`config.mk`:
```
export PLATFORM = sky130hd
export DESIGN_NAME = irfe_encoder
export DESIGN_NICKNAME = d
export VERILOG_FILES = /design/src/inc/irfe_pkg.sv /design/src/rtl/irfe_carrier.sv /design/src/rtl/irfe_timer.sv /design/src/rtl/irfe_encoder.sv
export SDC_FILE = /design/constraint.sdc
export NUM_CORES = 1
export LEC_CHECK = 0
export BUFFER_PORTS_ARGS = -buffer_cell sky130_fd_sc_hd__buf_2
export CAP_MARGIN = 0
export CORE_MARGIN = 2
export CORE_UTILIZATION = 57
export DETAILED_ROUTE_END_ITERATION = 7
export PLACE_DENSITY_LB_ADDON = 0.08
export SLEW_MARGIN = 20
export SYNTH_ARGS = -nofsm -noshare
export SYNTH_HDL_FRONTEND = slang
export SYNTH_HIERARCHICAL = 1
export SYNTH_SLANG_ARGS = --single-unit
```
`constraint.sdc`:
```
create_clock -name clk -period 5.46 [get_ports clk]
set_clock_uncertainty 0.2 [all_clocks]
set_input_delay 0.273 -clock clk [delete_from_list [all_inputs] [get_ports clk]]
set_output_delay 0.273 -clock clk [all_outputs]
set_load 0.05 [all_outputs]
```
`src/inc/irfe_pkg.sv`:
```
package irfe_pkg;
  localparam int CLK_HZ = 10_000_000;
  localparam int CYC_PER_US = CLK_HZ / 1_000_000;
  localparam int F56_HZ = 56_000;
  localparam int F38_HZ = 38_000;
  localparam int F40_HZ = 40_000;
  localparam int PER56 = CLK_HZ / F56_HZ;
  localparam int PER38 = CLK_HZ / F38_HZ;
  localparam int PER40 = CLK_HZ / F40_HZ;
  localparam int M56_PERIODS = 28;
  localparam int T_BIT56_ZERO_US = 1500;
  localparam int T_BIT56_ONE_US = 2500;
  localparam int T_PRE56_US = 4000;
  localparam int T_REP56_US = 64000;
  localparam int T_MARK38_US = 320;
  localparam int T_BIT_ONE_US = 2000;
  localparam int T_BIT_ZERO_US = 1000;
  localparam int T_DBL_GAP_US = 40000;
  localparam int T_PW_LONG_US = 1200;
  localparam int T_PW_SHORT_US = 600;
  localparam int T_PW_START_US = 2400;
  localparam int T_SG_MARK_US = 526;
  localparam int T_SG_PRE_US = 8000;
  localparam int T_SG_QUIET_US = 4000;
  localparam int T_REP60_US = 60000;
  localparam int C_M56_MARK = M56_PERIODS * PER56;
  localparam int C_BIT56_ZERO = T_BIT56_ZERO_US * CYC_PER_US;
  localparam int C_BIT56_ONE = T_BIT56_ONE_US * CYC_PER_US;
  localparam int C_PRE56 = T_PRE56_US * CYC_PER_US;
  localparam int C_REP56 = T_REP56_US * CYC_PER_US;
  localparam int C_MARK38 = T_MARK38_US * CYC_PER_US;
  localparam int C_BIT_ONE = T_BIT_ONE_US * CYC_PER_US;
  localparam int C_BIT_ZERO = T_BIT_ZERO_US * CYC_PER_US;
  localparam int C_DBL_GAP = T_DBL_GAP_US * CYC_PER_US;
  localparam int C_PW_LONG = T_PW_LONG_US * CYC_PER_US;
  localparam int C_PW_SHORT = T_PW_SHORT_US * CYC_PER_US;
  localparam int C_PW_START = T_PW_START_US * CYC_PER_US;
  localparam int C_SG_MARK = T_SG_MARK_US * CYC_PER_US;
  localparam int C_SG_PRE = T_SG_PRE_US * CYC_PER_US;
  localparam int C_SG_QUIET = T_SG_QUIET_US * CYC_PER_US;
  localparam int C_REP60 = T_REP60_US * CYC_PER_US;
  localparam logic [4:0] BITS_56 = 5'h18;
  localparam logic [4:0] BITS_DBL = 5'h0F;
  localparam logic [4:0] BITS_SG = 5'h10;
  localparam logic [4:0] BITS_PW12 = 5'h0C;
  localparam logic [4:0] BITS_PW15 = 5'h0F;
  localparam logic [4:0] BITS_PW20 = 5'h14;
  localparam logic [4:0] SG_ADDR_BITS = 5'h08;
  typedef enum logic [1:0] {
    IRFE_PDM_56K_INVERTED_REPEAT_MODE = 2'h0,
    IRFE_DOUBLE_MSG_38K_MODE = 2'h1,
    IRFE_PULSE_WIDTH_40K_MODE = 2'h2,
    IRFE_SPLIT_GAP_MODE = 2'h3
  } irfe_mode_t;
  typedef enum logic [1:0] {
    IRFE_PW_12 = 2'h0,
    IRFE_PW_15 = 2'h1,
    IRFE_PW_20 = 2'h2
  } irfe_pw_len_t;
  typedef enum logic [7:0] {
    ST_IDLE = 8'h01,
    ST_PRE_MARK = 8'h02,
    ST_PRE_SPACE = 8'h04,
    ST_BIT_MARK = 8'h08,
    ST_BIT_SPACE = 8'h10,
    ST_GAP = 8'h20,
    ST_TAIL_MARK = 8'h40,
    ST_HOLD = 8'h80
  } irfe_state_t;
endpackage

```
`src/rtl/irfe_carrier.sv`:
```
`timescale 1ns/100ps
module irfe_carrier (
  input wire logic clk,
  input wire logic rstn,
  input wire logic run,
  input wire logic [8:0] period,
  input wire logic [8:0] high,
  output logic out
);
  typedef struct packed {
    logic on;
    logic [8:0] cnt;
    logic out;
  } irfe_car_t;
  irfe_car_t s;
  irfe_car_t next_s;
  // Phase restarts at every mark so each burst opens at the start of a carrier period
  always_comb begin
    next_s = s;
    next_s.on = run;
    if (run && s.on) begin
      next_s.cnt = (s.cnt == period - 9'h001) ? 9'h000 : s.cnt + 9'h001;
    end else begin
      next_s.cnt = 9'h000;
    end
    next_s.out = run && (next_s.cnt < high);
  end
  always_ff @(posedge clk or negedge rstn) begin
    if (!rstn) begin
      s <= '0;
    end else begin
      s <= next_s;
    end
  end
  assign out = s.out;
endmodule

```
`src/rtl/irfe_timer.sv`:
```
`timescale 1ns/100ps
module irfe_timer (
  input wire logic clk,
  input wire logic rstn,
  input wire logic load,
  input wire logic [19:0] value,
  output logic expired
);
  typedef struct packed {
    logic [19:0] cnt;
  } irfe_tmr_t;
  irfe_tmr_t s;
  irfe_tmr_t next_s;
  always_comb begin
    next_s = s;
    if (load) begin
      next_s.cnt = value;
    end else if (s.cnt != 20'h00000) begin
      next_s.cnt = s.cnt - 20'h00001;
    end
  end
  always_ff @(posedge clk or negedge rstn) begin
    if (!rstn) begin
      s <= '0;
    end else begin
      s <= next_s;
    end
  end
  // Flags the last cycle of a segment loaded with N, so a reload keeps it at N cycles
  assign expired = (s.cnt == 20'h00001);
endmodule

```
`src/rtl/irfe_encoder.sv`:
```
`timescale 1ns/100ps
// Operation
// - 56k mode marks are exactly 28 carrier periods at 56 kHz.
// - 56k mode zero bit lasts 1.5 ms, one bit 2.5 ms, from mark start.
// - 56k mode sends address and command fields most significant bit first.
// - 56k mode message opens with 4 ms carrier burst then 4 ms quiet.
// - 56k mode sends 4-bit address, 8-bit command, then the pair again.
// - 56k mode second copy is the bitwise complement of the first.
// - 56k mode restarts the whole message every 64 ms while key held.
// - Double-message mode uses 38 kHz carrier; one bit 2 ms, zero 1 ms.
// - Double-message mode sends 5-bit address then 8-bit command, LSB first, no preamble.
// - Double-message mode appends trailing one then zero after the command.
// - Double-message mode sends two messages, second starting 40 ms after first.
// - Second double-message message inverts every bit except the address.
// - Pulse-width mode supports 12, 15 and 20 bit frames.
// - Pulse-width one is 1.2 ms mark plus 0.6 ms space; zero 0.6+0.6.
// - Pulse-width message opens with 2.4 ms mark then 0.6 ms space.
// - Pulse-width mode sends command then address, each LSB first.
// - Pulse-width mode emits no extra mark after the final bit.
// - Split-gap mode has 38 or 40 kHz carrier; one bit 2 ms, zero 1 ms.
// - Split-gap opens 8 ms burst, 4 ms space, then address and command LSB first.
// - Split-gap mode inserts 4 ms quiet between address and command.
// - Split-gap mode restarts the whole message every 60 ms while key held.
module irfe_encoder #(
  parameter int P_M56_MARK = irfe_pkg::C_M56_MARK,
  parameter int P_BIT56_ZERO = irfe_pkg::C_BIT56_ZERO,
  parameter int P_BIT56_ONE = irfe_pkg::C_BIT56_ONE,
  parameter int P_PRE56 = irfe_pkg::C_PRE56,
  parameter int P_REP56 = irfe_pkg::C_REP56,
  parameter int P_BIT_ONE = irfe_pkg::C_BIT_ONE,
  parameter int P_BIT_ZERO = irfe_pkg::C_BIT_ZERO,
  parameter int P_MARK38 = irfe_pkg::C_MARK38,
  parameter int P_DBL_GAP = irfe_pkg::C_DBL_GAP,
  parameter int P_PW_LONG = irfe_pkg::C_PW_LONG,
  parameter int P_PW_SHORT = irfe_pkg::C_PW_SHORT,
  parameter int P_PW_START = irfe_pkg::C_PW_START,
  parameter int P_SG_MARK = irfe_pkg::C_SG_MARK,
  parameter int P_SG_PRE = irfe_pkg::C_SG_PRE,
  parameter int P_SG_QUIET = irfe_pkg::C_SG_QUIET,
  parameter int P_REP60 = irfe_pkg::C_REP60
) (
  input wire logic clk,
  input wire logic rstn,
  input wire logic start,
  input wire logic key_held,
  input wire irfe_pkg::irfe_mode_t mode,
  input wire irfe_pkg::irfe_pw_len_t pw_len,
  input wire logic carrier_40k,
  input wire logic duty_quarter,
  input wire logic [7:0] address,
  input wire logic [7:0] command,
  input wire logic [7:0] extension,
  output logic ir_out,
  output logic envelope,
  output logic busy,
  output logic done
);
  typedef struct packed {
    irfe_pkg::irfe_state_t st;
    irfe_pkg::irfe_mode_t mode;
    irfe_pkg::irfe_pw_len_t pw_len;
    logic sel40;
    logic quarter;
    logic [7:0] addr;
    logic [7:0] cmd;
    logic [7:0] ext;
    logic second;
    logic env;
    logic done;
    logic [23:0] shreg;
    logic [4:0] bits_left;
    logic [19:0] frame_cnt;
    logic [19:0] run_len;
    logic [19:0] low_len;
  } irfe_enc_t;

  localparam irfe_enc_t ENC_RESET = '{
    st: irfe_pkg::ST_IDLE,
    mode: irfe_pkg::IRFE_PDM_56K_INVERTED_REPEAT_MODE,
    pw_len: irfe_pkg::IRFE_PW_12,
    default: '0
  };

  irfe_enc_t s;
  irfe_enc_t next_s;
  logic t_load;
  logic [19:0] t_val;
  logic tdone;
  logic launch;
  logic finish;
  logic [28:0] frame;
  logic [17:0] car;
  logic m56;
  logic mdbl;
  logic mpw;
  logic msg;

  assign m56 = (s.mode == irfe_pkg::IRFE_PDM_56K_INVERTED_REPEAT_MODE);
  assign mdbl = (s.mode == irfe_pkg::IRFE_DOUBLE_MSG_38K_MODE);
  assign mpw = (s.mode == irfe_pkg::IRFE_PULSE_WIDTH_40K_MODE);
  assign msg = (s.mode == irfe_pkg::IRFE_SPLIT_GAP_MODE);

  // Returns {bit count, bits}; bit 0 goes on air first
  function automatic logic [28:0] build_frame(irfe_pkg::irfe_mode_t m,
      irfe_pkg::irfe_pw_len_t len, logic [7:0] a, logic [7:0] c, logic [7:0] e, logic inv);
    logic [3:0] ra;
    logic [7:0] rc;
    logic [23:0] v;
    logic [4:0] cnt;
    ra = {a[0], a[1], a[2], a[3]};
    for (int i = 0; i < 8; i++) begin
      rc[i] = c[7 - i];
    end
    v = 24'h000000;
    cnt = 5'h00;
    case (m)
      irfe_pkg::IRFE_PDM_56K_INVERTED_REPEAT_MODE: begin
        v = {~rc, ~ra, rc, ra};
        cnt = irfe_pkg::BITS_56;
      end
      irfe_pkg::IRFE_DOUBLE_MSG_38K_MODE: begin
        if (inv) begin
          v[14:0] = {1'b1, 1'b0, ~c, a[4:0]};
        end else begin
          v[14:0] = {1'b0, 1'b1, c, a[4:0]};
        end
        cnt = irfe_pkg::BITS_DBL;
      end
      irfe_pkg::IRFE_PULSE_WIDTH_40K_MODE: begin
        case (len)
          irfe_pkg::IRFE_PW_15: begin
            v[14:0] = {a, c[6:0]};
            cnt = irfe_pkg::BITS_PW15;
          end
          irfe_pkg::IRFE_PW_20: begin
            v[19:0] = {e, a[4:0], c[6:0]};
            cnt = irfe_pkg::BITS_PW20;
          end
          default: begin
            v[11:0] = {a[4:0], c[6:0]};
            cnt = irfe_pkg::BITS_PW12;
          end
        endcase
      end
      default: begin
        v[15:0] = {c, a};
        cnt = irfe_pkg::BITS_SG;
      end
    endcase
    build_frame = {cnt, v};
  endfunction

  function automatic logic [19:0] pre_mark(irfe_pkg::irfe_mode_t m);
    case (m)
      irfe_pkg::IRFE_PULSE_WIDTH_40K_MODE: pre_mark = 20'(P_PW_START);
      irfe_pkg::IRFE_SPLIT_GAP_MODE: pre_mark = 20'(P_SG_PRE);
      default: pre_mark = 20'(P_PRE56);
    endcase
  endfunction

  function automatic logic [19:0] pre_space(irfe_pkg::irfe_mode_t m);
    case (m)
      irfe_pkg::IRFE_PULSE_WIDTH_40K_MODE: pre_space = 20'(P_PW_SHORT);
      irfe_pkg::IRFE_SPLIT_GAP_MODE: pre_space = 20'(P_SG_QUIET);
      default: pre_space = 20'(P_PRE56);
    endcase
  endfunction

  function automatic logic [19:0] mark_cycles(irfe_pkg::irfe_mode_t m, logic b);
    case (m)
      irfe_pkg::IRFE_PDM_56K_INVERTED_REPEAT_MODE: mark_cycles = 20'(P_M56_MARK);
      irfe_pkg::IRFE_DOUBLE_MSG_38K_MODE: mark_cycles = 20'(P_MARK38);
      irfe_pkg::IRFE_PULSE_WIDTH_40K_MODE: begin
        mark_cycles = b ? 20'(P_PW_LONG) : 20'(P_PW_SHORT);
      end
      default: mark_cycles = 20'(P_SG_MARK);
    endcase
  endfunction

  // Pulse-distance spaces are the bit time less the mark, so bits count from mark start
  function automatic logic [19:0] space_cycles(irfe_pkg::irfe_mode_t m, logic b);
    case (m)
      irfe_pkg::IRFE_PDM_56K_INVERTED_REPEAT_MODE: begin
        space_cycles = b ? 20'(P_BIT56_ONE - P_M56_MARK) : 20'(P_BIT56_ZERO - P_M56_MARK);
      end
      irfe_pkg::IRFE_DOUBLE_MSG_38K_MODE: begin
        space_cycles = b ? 20'(P_BIT_ONE - P_MARK38) :
            20'(P_BIT_ZERO - P_MARK38);
      end
      irfe_pkg::IRFE_PULSE_WIDTH_40K_MODE: space_cycles = 20'(P_PW_SHORT);
      default: begin
        space_cycles = b ? 20'(P_BIT_ONE - P_SG_MARK) : 20'(P_BIT_ZERO - P_SG_MARK);
      end
    endcase
  endfunction

  function automatic logic [19:0] hold_cycles(irfe_pkg::irfe_mode_t m);
    case (m)
      irfe_pkg::IRFE_PDM_56K_INVERTED_REPEAT_MODE: hold_cycles = 20'(P_REP56);
      irfe_pkg::IRFE_DOUBLE_MSG_38K_MODE: hold_cycles = 20'(P_DBL_GAP);
      irfe_pkg::IRFE_SPLIT_GAP_MODE: hold_cycles = 20'(P_REP60);
      default: hold_cycles = 20'h00000;
    endcase
  endfunction

  // Returns {period, high time} in clock cycles
  function automatic logic [17:0] carrier_cfg(irfe_pkg::irfe_mode_t m, logic sel40, logic qtr);
    int per;
    per = irfe_pkg::PER38;
    if (m == irfe_pkg::IRFE_PDM_56K_INVERTED_REPEAT_MODE) begin
      per = irfe_pkg::PER56;
    end else if (m == irfe_pkg::IRFE_PULSE_WIDTH_40K_MODE ||
        (m == irfe_pkg::IRFE_SPLIT_GAP_MODE && sel40)) begin
      per = irfe_pkg::PER40;
    end
    carrier_cfg = {9'(per), qtr ? 9'(per / 4) : 9'(per / 3)};
  endfunction

  always_comb begin
    next_s = s;
    t_load = 1'b0;
    t_val = 20'h00000;
    launch = 1'b0;
    finish = 1'b0;
    frame = 29'h00000000;
    next_s.done = 1'b0;
    next_s.run_len = s.env ? s.run_len + 20'h00001 : 20'h00000;
    next_s.low_len = s.env ? 20'h00000 : s.low_len + 20'h00001;
    if (s.st != irfe_pkg::ST_IDLE) begin
      next_s.frame_cnt = s.frame_cnt + 20'h00001;
    end
    case (s.st)
      irfe_pkg::ST_IDLE: begin
        // Settings are latched so a change mid-frame cannot tear a message
        if (start) begin
          next_s.mode = mode;
          next_s.pw_len = pw_len;
          next_s.sel40 = carrier_40k;
          next_s.quarter = duty_quarter;
          next_s.addr = address;
          next_s.cmd = command;
          next_s.ext = extension;
          next_s.second = 1'b0;
          launch = 1'b1;
        end
      end
      irfe_pkg::ST_PRE_MARK: begin
        if (tdone) begin
          next_s.st = irfe_pkg::ST_PRE_SPACE;
          next_s.env = 1'b0;
          t_load = 1'b1;
          t_val = pre_space(s.mode);
        end
      end
      irfe_pkg::ST_PRE_SPACE, irfe_pkg::ST_GAP: begin
        if (tdone) begin
          next_s.st = irfe_pkg::ST_BIT_MARK;
          next_s.env = 1'b1;
          t_load = 1'b1;
          t_val = mark_cycles(s.mode, s.shreg[0]);
        end
      end
      irfe_pkg::ST_BIT_MARK: begin
        if (tdone) begin
          next_s.st = irfe_pkg::ST_BIT_SPACE;
          next_s.env = 1'b0;
          t_load = 1'b1;
          t_val = space_cycles(s.mode, s.shreg[0]);
        end
      end
      irfe_pkg::ST_BIT_SPACE: begin
        if (tdone) begin
          next_s.shreg = {1'b0, s.shreg[23:1]};
          next_s.bits_left = s.bits_left - 5'h01;
          if (s.bits_left == 5'h01) begin
            if (mpw) begin
              finish = 1'b1;
            end else begin
              next_s.st = irfe_pkg::ST_TAIL_MARK;
              next_s.env = 1'b1;
              t_load = 1'b1;
              t_val = mark_cycles(s.mode, 1'b0);
            end
          end else if (msg && next_s.bits_left == irfe_pkg::SG_ADDR_BITS) begin
            next_s.st = irfe_pkg::ST_GAP;
            t_load = 1'b1;
            t_val = 20'(P_SG_QUIET);
          end else begin
            next_s.st = irfe_pkg::ST_BIT_MARK;
            next_s.env = 1'b1;
            t_load = 1'b1;
            t_val = mark_cycles(s.mode, s.shreg[1]);
          end
        end
      end
      irfe_pkg::ST_TAIL_MARK: begin
        if (tdone) begin
          finish = 1'b1;
        end
      end
      irfe_pkg::ST_HOLD: begin
        // Period counts from the first mark of the previous message
        if (s.frame_cnt >= hold_cycles(s.mode)) begin
          if (mdbl && !s.second) begin
            next_s.second = 1'b1;
            launch = 1'b1;
          end else if (key_held && (m56 || msg)) begin
            launch = 1'b1;
          end else begin
            next_s.st = irfe_pkg::ST_IDLE;
          end
        end
      end
      default: begin
        next_s.st = irfe_pkg::ST_IDLE;
        next_s.env = 1'b0;
      end
    endcase
    if (finish) begin
      next_s.done = 1'b1;
      next_s.env = 1'b0;
      if ((mdbl && !s.second) || ((m56 || msg) && key_held)) begin
        next_s.st = irfe_pkg::ST_HOLD;
      end else begin
        next_s.st = irfe_pkg::ST_IDLE;
      end
    end
    if (launch) begin
      frame = build_frame(next_s.mode, next_s.pw_len, next_s.addr, next_s.cmd, next_s.ext,
          next_s.second);
      next_s.shreg = frame[23:0];
      next_s.bits_left = frame[28:24];
      next_s.frame_cnt = 20'h00001;
      next_s.env = 1'b1;
      t_load = 1'b1;
      if (next_s.mode == irfe_pkg::IRFE_DOUBLE_MSG_38K_MODE) begin
        next_s.st = irfe_pkg::ST_BIT_MARK;
        t_val = mark_cycles(next_s.mode, frame[0]);
      end else begin
        next_s.st = irfe_pkg::ST_PRE_MARK;
        t_val = pre_mark(next_s.mode);
      end
    end
  end

  always_ff @(posedge clk or negedge rstn) begin
    if (!rstn) begin
      s <= ENC_RESET;
    end else begin
      s <= next_s;
    end
  end

  assign car = carrier_cfg(next_s.mode, next_s.sel40, next_s.quarter);

  irfe_timer irfe_timer_i (
    .clk(clk),
    .rstn(rstn),
    .load(t_load),
    .value(t_val),
    .expired(tdone)
  );

  // Fed from the next envelope so the carrier flop lines up with the envelope flop
  irfe_carrier irfe_carrier_i (
    .clk(clk),
    .rstn(rstn),
    .run(next_s.env),
    .period(car[17:9]),
    .high(car[8:0]),
    .out(ir_out)
  );

  assign envelope = s.env;
  assign busy = (s.st != irfe_pkg::ST_IDLE);
  assign done = s.done;

  property p_mark56;
    @(posedge clk) disable iff (!rstn)
    ($fell(s.env) && m56 && ($past(s.st) != irfe_pkg::ST_PRE_MARK)) |->
      (s.run_len == 20'(P_M56_MARK));
  endproperty
  a_mark56: assert property (p_mark56) else $error("56k data mark length wrong");
  property p_space56;
    @(posedge clk) disable iff (!rstn)
    ($rose(s.env) && m56 && ($past(s.st) == irfe_pkg::ST_BIT_SPACE)) |->
      (s.low_len == ($past(s.shreg[0]) ? 20'(P_BIT56_ONE - P_M56_MARK) :
      20'(P_BIT56_ZERO - P_M56_MARK)));
  endproperty
  a_space56: assert property (p_space56) else $error("56k bit space wrong");
  property p_msb56;
    @(posedge clk) disable iff (!rstn)
    (s.st == irfe_pkg::ST_PRE_MARK && m56) |-> (s.shreg[0] == s.addr[3] && s.shreg[4] == s.cmd[7]);
  endproperty
  a_msb56: assert property (p_msb56) else $error("56k fields not MSB first");
  property p_pre56;
    @(posedge clk) disable iff (!rstn)
    ($fell(s.env) && m56 && ($past(s.st) == irfe_pkg::ST_PRE_MARK)) |->
      (s.run_len == 20'(P_PRE56));
  endproperty
  a_pre56: assert property (p_pre56) else $error("56k preamble burst wrong");
  property p_cpl56;
    @(posedge clk) disable iff (!rstn)
    (s.st == irfe_pkg::ST_PRE_SPACE && m56) |->
      (s.bits_left == irfe_pkg::BITS_56 && s.shreg[23:12] == ~s.shreg[11:0]);
  endproperty
  a_cpl56: assert property (p_cpl56) else $error("56k second copy not complement");
  property p_rep56;
    @(posedge clk) disable iff (!rstn)
    (s.st == irfe_pkg::ST_HOLD && m56 && key_held && s.frame_cnt >= 20'(P_REP56)) |=>
      (s.st == irfe_pkg::ST_PRE_MARK && s.frame_cnt == 20'h00001 && s.env);
  endproperty
  a_rep56: assert property (p_rep56) else $error("56k repeat not restarted");
  property p_dbl40;
    @(posedge clk) disable iff (!rstn)
    $rose(s.second) |-> ($past(s.frame_cnt) == 20'(P_DBL_GAP) && s.st == irfe_pkg::ST_BIT_MARK);
  endproperty
  a_dbl40: assert property (p_dbl40) else $error("second message not 40 ms later");
  property p_dblinv;
    @(posedge clk) disable iff (!rstn)
    $rose(s.second) |-> (s.shreg[4:0] == s.addr[4:0] && s.shreg[14:5] == {2'h2, ~s.cmd});
  endproperty
  a_dblinv: assert property (p_dblinv) else $error("second message inversion wrong");
  property p_pwmark;
    @(posedge clk) disable iff (!rstn)
    ($fell(s.env) && mpw) |-> (s.run_len == 20'(P_PW_LONG) || s.run_len == 20'(P_PW_SHORT) ||
      s.run_len == 20'(P_PW_START));
  endproperty
  a_pwmark: assert property (p_pwmark) else $error("pulse-width mark length wrong");
  property p_pwend;
    @(posedge clk) disable iff (!rstn)
    (s.done && mpw) |-> !$past(s.env);
  endproperty
  a_pwend: assert property (p_pwend) else $error("pulse-width frame ended on a mark");
  property p_gap;
    @(posedge clk) disable iff (!rstn)
    $rose(s.st == irfe_pkg::ST_GAP) |-> (msg && s.bits_left == irfe_pkg::SG_ADDR_BITS && !s.env);
  endproperty
  a_gap: assert property (p_gap) else $error("split gap misplaced");
  property p_tail;
    @(posedge clk) disable iff (!rstn)
    (s.done && !mpw) |-> ($past(s.env) && $past(s.st) == irfe_pkg::ST_TAIL_MARK);
  endproperty
  a_tail: assert property (p_tail) else $error("closing mark missing");
endmodule

```
==> impl_metrics.csv <==
group,metric,value,unit
sta,maxSlewViolCount,0,
yosys,synth_enable_flop_cells,0,
power_and_ir_drop,power,5.673,mW
setup_path,worstSetupEndpointType,"register",
clocking,clk_pin_slew,0.06,ns
global_route,grt_start_max_net_pins,63,
global_route,antenna_found_initial,0,
yosys,ys_ff_latch,121,
finish,diodes,0,
finish,area_growth,14.92,%
placement,place_area,0.008941,sq mm
routing,drc_errors,0,
sta,fin_crit_sh,95.17,%
routing,drt-initial-drc-count,628,
clocking,cts_tree,"yes",
yosys,yosysTopAreaCellShare,35.10,%
routing,vias,7744,
placement,hpwlAfterDp,16760,um
run,max-cap-violations,0,
placement,gp_congestion,0.9660,
routing,via_per_inst,6.470,
global_route,use_met1,38.46,%
yosys,netlist_instances,945,
finish,drive_gt1_share,15.40,%
finish,nets,1089,
sta,fin_tns_setup,0,ns
clocking,clkSinkCount,121,
yosys,yosysSeqAreaShare,35.41,%
routing,final_antenna_net_count,0,
power_and_ir_drop,leakagePower,4.239,nW
setup_path,crit_fanout,16,
floorplan,core,0.01459,sq mm
floorplan,rows,44,
floorplan,die_w,126.5,um
clocking,cts_buffers,17,
global_route,grt_pass1_vias,7808,
sta,setup_viol,0,
routing,wirelength,23740,um
yosys,async_flop_share,100.0,%
sta,fmax,0.1925,GHz
clocking,clk_latency,0.43,ns
yosys,yosys.area.top_type,"dfrtp_1",
yosys,synth_common_cells,"dfrtp_1 (120), nand2_1 (92), nor2_1 (74)",
global_route,grt_pass1_wl,39300,um
routing,drt_pass1_iterations,5,
finish,stdcell_area,0.009832,sq mm
yosys,netlist_area,0.008556,sq mm
sta,finalHoldViolCount,0,
floorplan,dieArea,0.01601,sq mm
finish,fillers,1122,
clocking,cts_root_buffer,"clkbuf_16",
floorplan,start_util,58.64,%
global_route,grt_use_met3,6.748,%
sta,timing.hold.ws,0.01556,ns
routing,wl_per_cell,19.83,um
global_route,grt-busiest-layer,"met2",
setup_path,worstPathArrival,5.36,ns
placement,portBuffers,37,
setup_path,crit_required,5.63,ns
yosys,synthTopCellsByArea,"dfrtp_1 (35%), ha_1 (7.8%), nand2_1 (4.0%), mux2_2 (3.4%), nor2_1 (3.2%)",
yosys,synth_area_per_cell,9.054,sq um
yosys,synth.distinct_cells,96,
setup_path,crit_type,"reg2reg",
yosys,ys.flop_type,"dfrtp_1",
worst_hold_path,hold_class,"in2reg",
clocking,cts.path.max_buffers,2,
run_status,status,"finished, final reports clean",
clocking,htree_num_levels,4,
floorplan,ios,38,
power_and_ir_drop,irDropWorstVdd,0.3343,mV
sta,relSlewSlack,32.33,%
power_and_ir_drop,p_per_area,577.0,mW/mm^2
setup_path,cp-start-kind,"register",
global_route,overflow,0,
yosys,post-synth-top-count-cell,"dfrtp_1",
yosys,synth_warnings,6,
global_route,use_met2,51.37,%
global_route,grt_use_total,30.57,%
sta,final.min_clock_period,5.196,ns
floorplan,fp.dieH,126.5,um
sta,worst_slew_pin_slew,1.006,ns
layer usage:
| layer | vias up | wire length (um) |
|---|---|---|
| met1 | 3730 | 9619 |
| met5 | - | 0 |
| met4 | 0 | 706 |
| li1 | 3577 | - |
| met2 | 360 | 11770 |
| met3 | 77 | 1640 |
repair_timing:
item / CTS / global route
pin swaps: 0 / 1
buffers inserted: 0 / 1
hold buffers: 21 / 0
gates resized for setup: 2 / 5
hold endpoints to repair: 78 / 0
setup endpoints to repair: 1 / 1
critical path: stages (launching register included):
cell and delay [ns]:
dfrtp_1 0.45, nor4_2 0.40, nand3_2 0.22, mux2_2 0.36, inv_1 0.10, ha_1 0.22
nor2_1 0.16, nand2_1 0.21, clkinv_4 0.18, inv_1 0.07, ha_1 0.32, xor2_1 0.17
nand2_1 0.08, a2111o_1 0.39, o311ai_4 0.31, buf_12 0.16, nor2_1 0.06, ha_1 0.31
a21o_1 0.17, a21o_1 0.17, a21oi_1 0.15, o211a_1 0.15, o41a_1 0.13
layout make-up:
type	count	area (sq um)	share of cell area, %
inverter	62	237.7	2.418
tap	184	230.2	2.342
multi-input combinational	720	5145	52.33
sequential	121	3029	30.81
clock inverter	13	192.7	1.960
clock buffer	18	429.2	4.365
timing repair buffer	79	568.0	5.778
through the flow:
stage               util [%]  worst slack, ns  std cells
floorplan                  -           0.1079        952
global placement       61.29           0.1490       1144
detailed placement     61.29         -0.06844       1144
CTS                    67.08          0.05214       1196
global route           67.39         -0.02360       1197
finish                 67.39           0.2639       1197
power by group:
| part | switching [mW] | internal [mW] |
|---|---|---|
| sequential | 0.250 | 1.21 |
| clock | 0.435 | 0.766 |
| combinational | 1.88 | 1.13 |
path summary, 6_finish.rpt:
check	slack (ns)	startpoint	cells past startpoint	to
max reg2reg	0.26	s[124]	22	irfe_carrier_i/out
min in group asynchronous	0.26	rstn	2	s[46]
max	0.26	s[124]	22	irfe_carrier_i/out
min reg2reg	0.30	s[117]	1	s[117]
min	0.02	pw_len[0]	3	s[118]
max in group asynchronous	3.52	rstn	3	s[80]
cells by family (layout without fill, tap and decap cells):
kind of cell    Yosys count  in the layout  share of synthesized area [%]
simple gates            323            323                          19.03
mux                      48             48                          6.040
compound gates          240            240                          21.29
buf+inv                 111            172                          5.455
xor+xnor                 46             46                          4.709
fa+ha+maj                54             54                          7.985
flops                   121            121                          35.41
other cells               2              9                        0.08778
flip-flops by register name, summed over array words and instances (netlist names):
signal / cells
done: 1
irfe_carrier_i/out: 1
irfe_timer_i/s: 20
irfe_carrier_i/s: 10
s: 88
envelope: 1
cell usage in the layout (no fill, tap or decap), types with 8 or more instances in the layout:
cell type and n:
o211ai_1 11, nand4_1 13, a21oi_1 39, buf_2 36
inv_1 59, nor4_1 14, buf_4 21, a31oi_1 13
or3_1 10, o221ai_1 8, ha_1 53, a221oi_1 8
conb_1 9, nand3_1 27, nor3_1 21, mux2_2 26
o31ai_1 19, o21ai_1 8, xnor2_1 27, dlygate4sd3_1 21
nand2_1 92, a22oi_1 8, clkbuf_16 17, nand2b_1 9
dfrtp_1 120, nor2_1 74, mux2i_1 18, o21ai_0 30
xor2_1 19
Power figures use the tool's default switching activity.
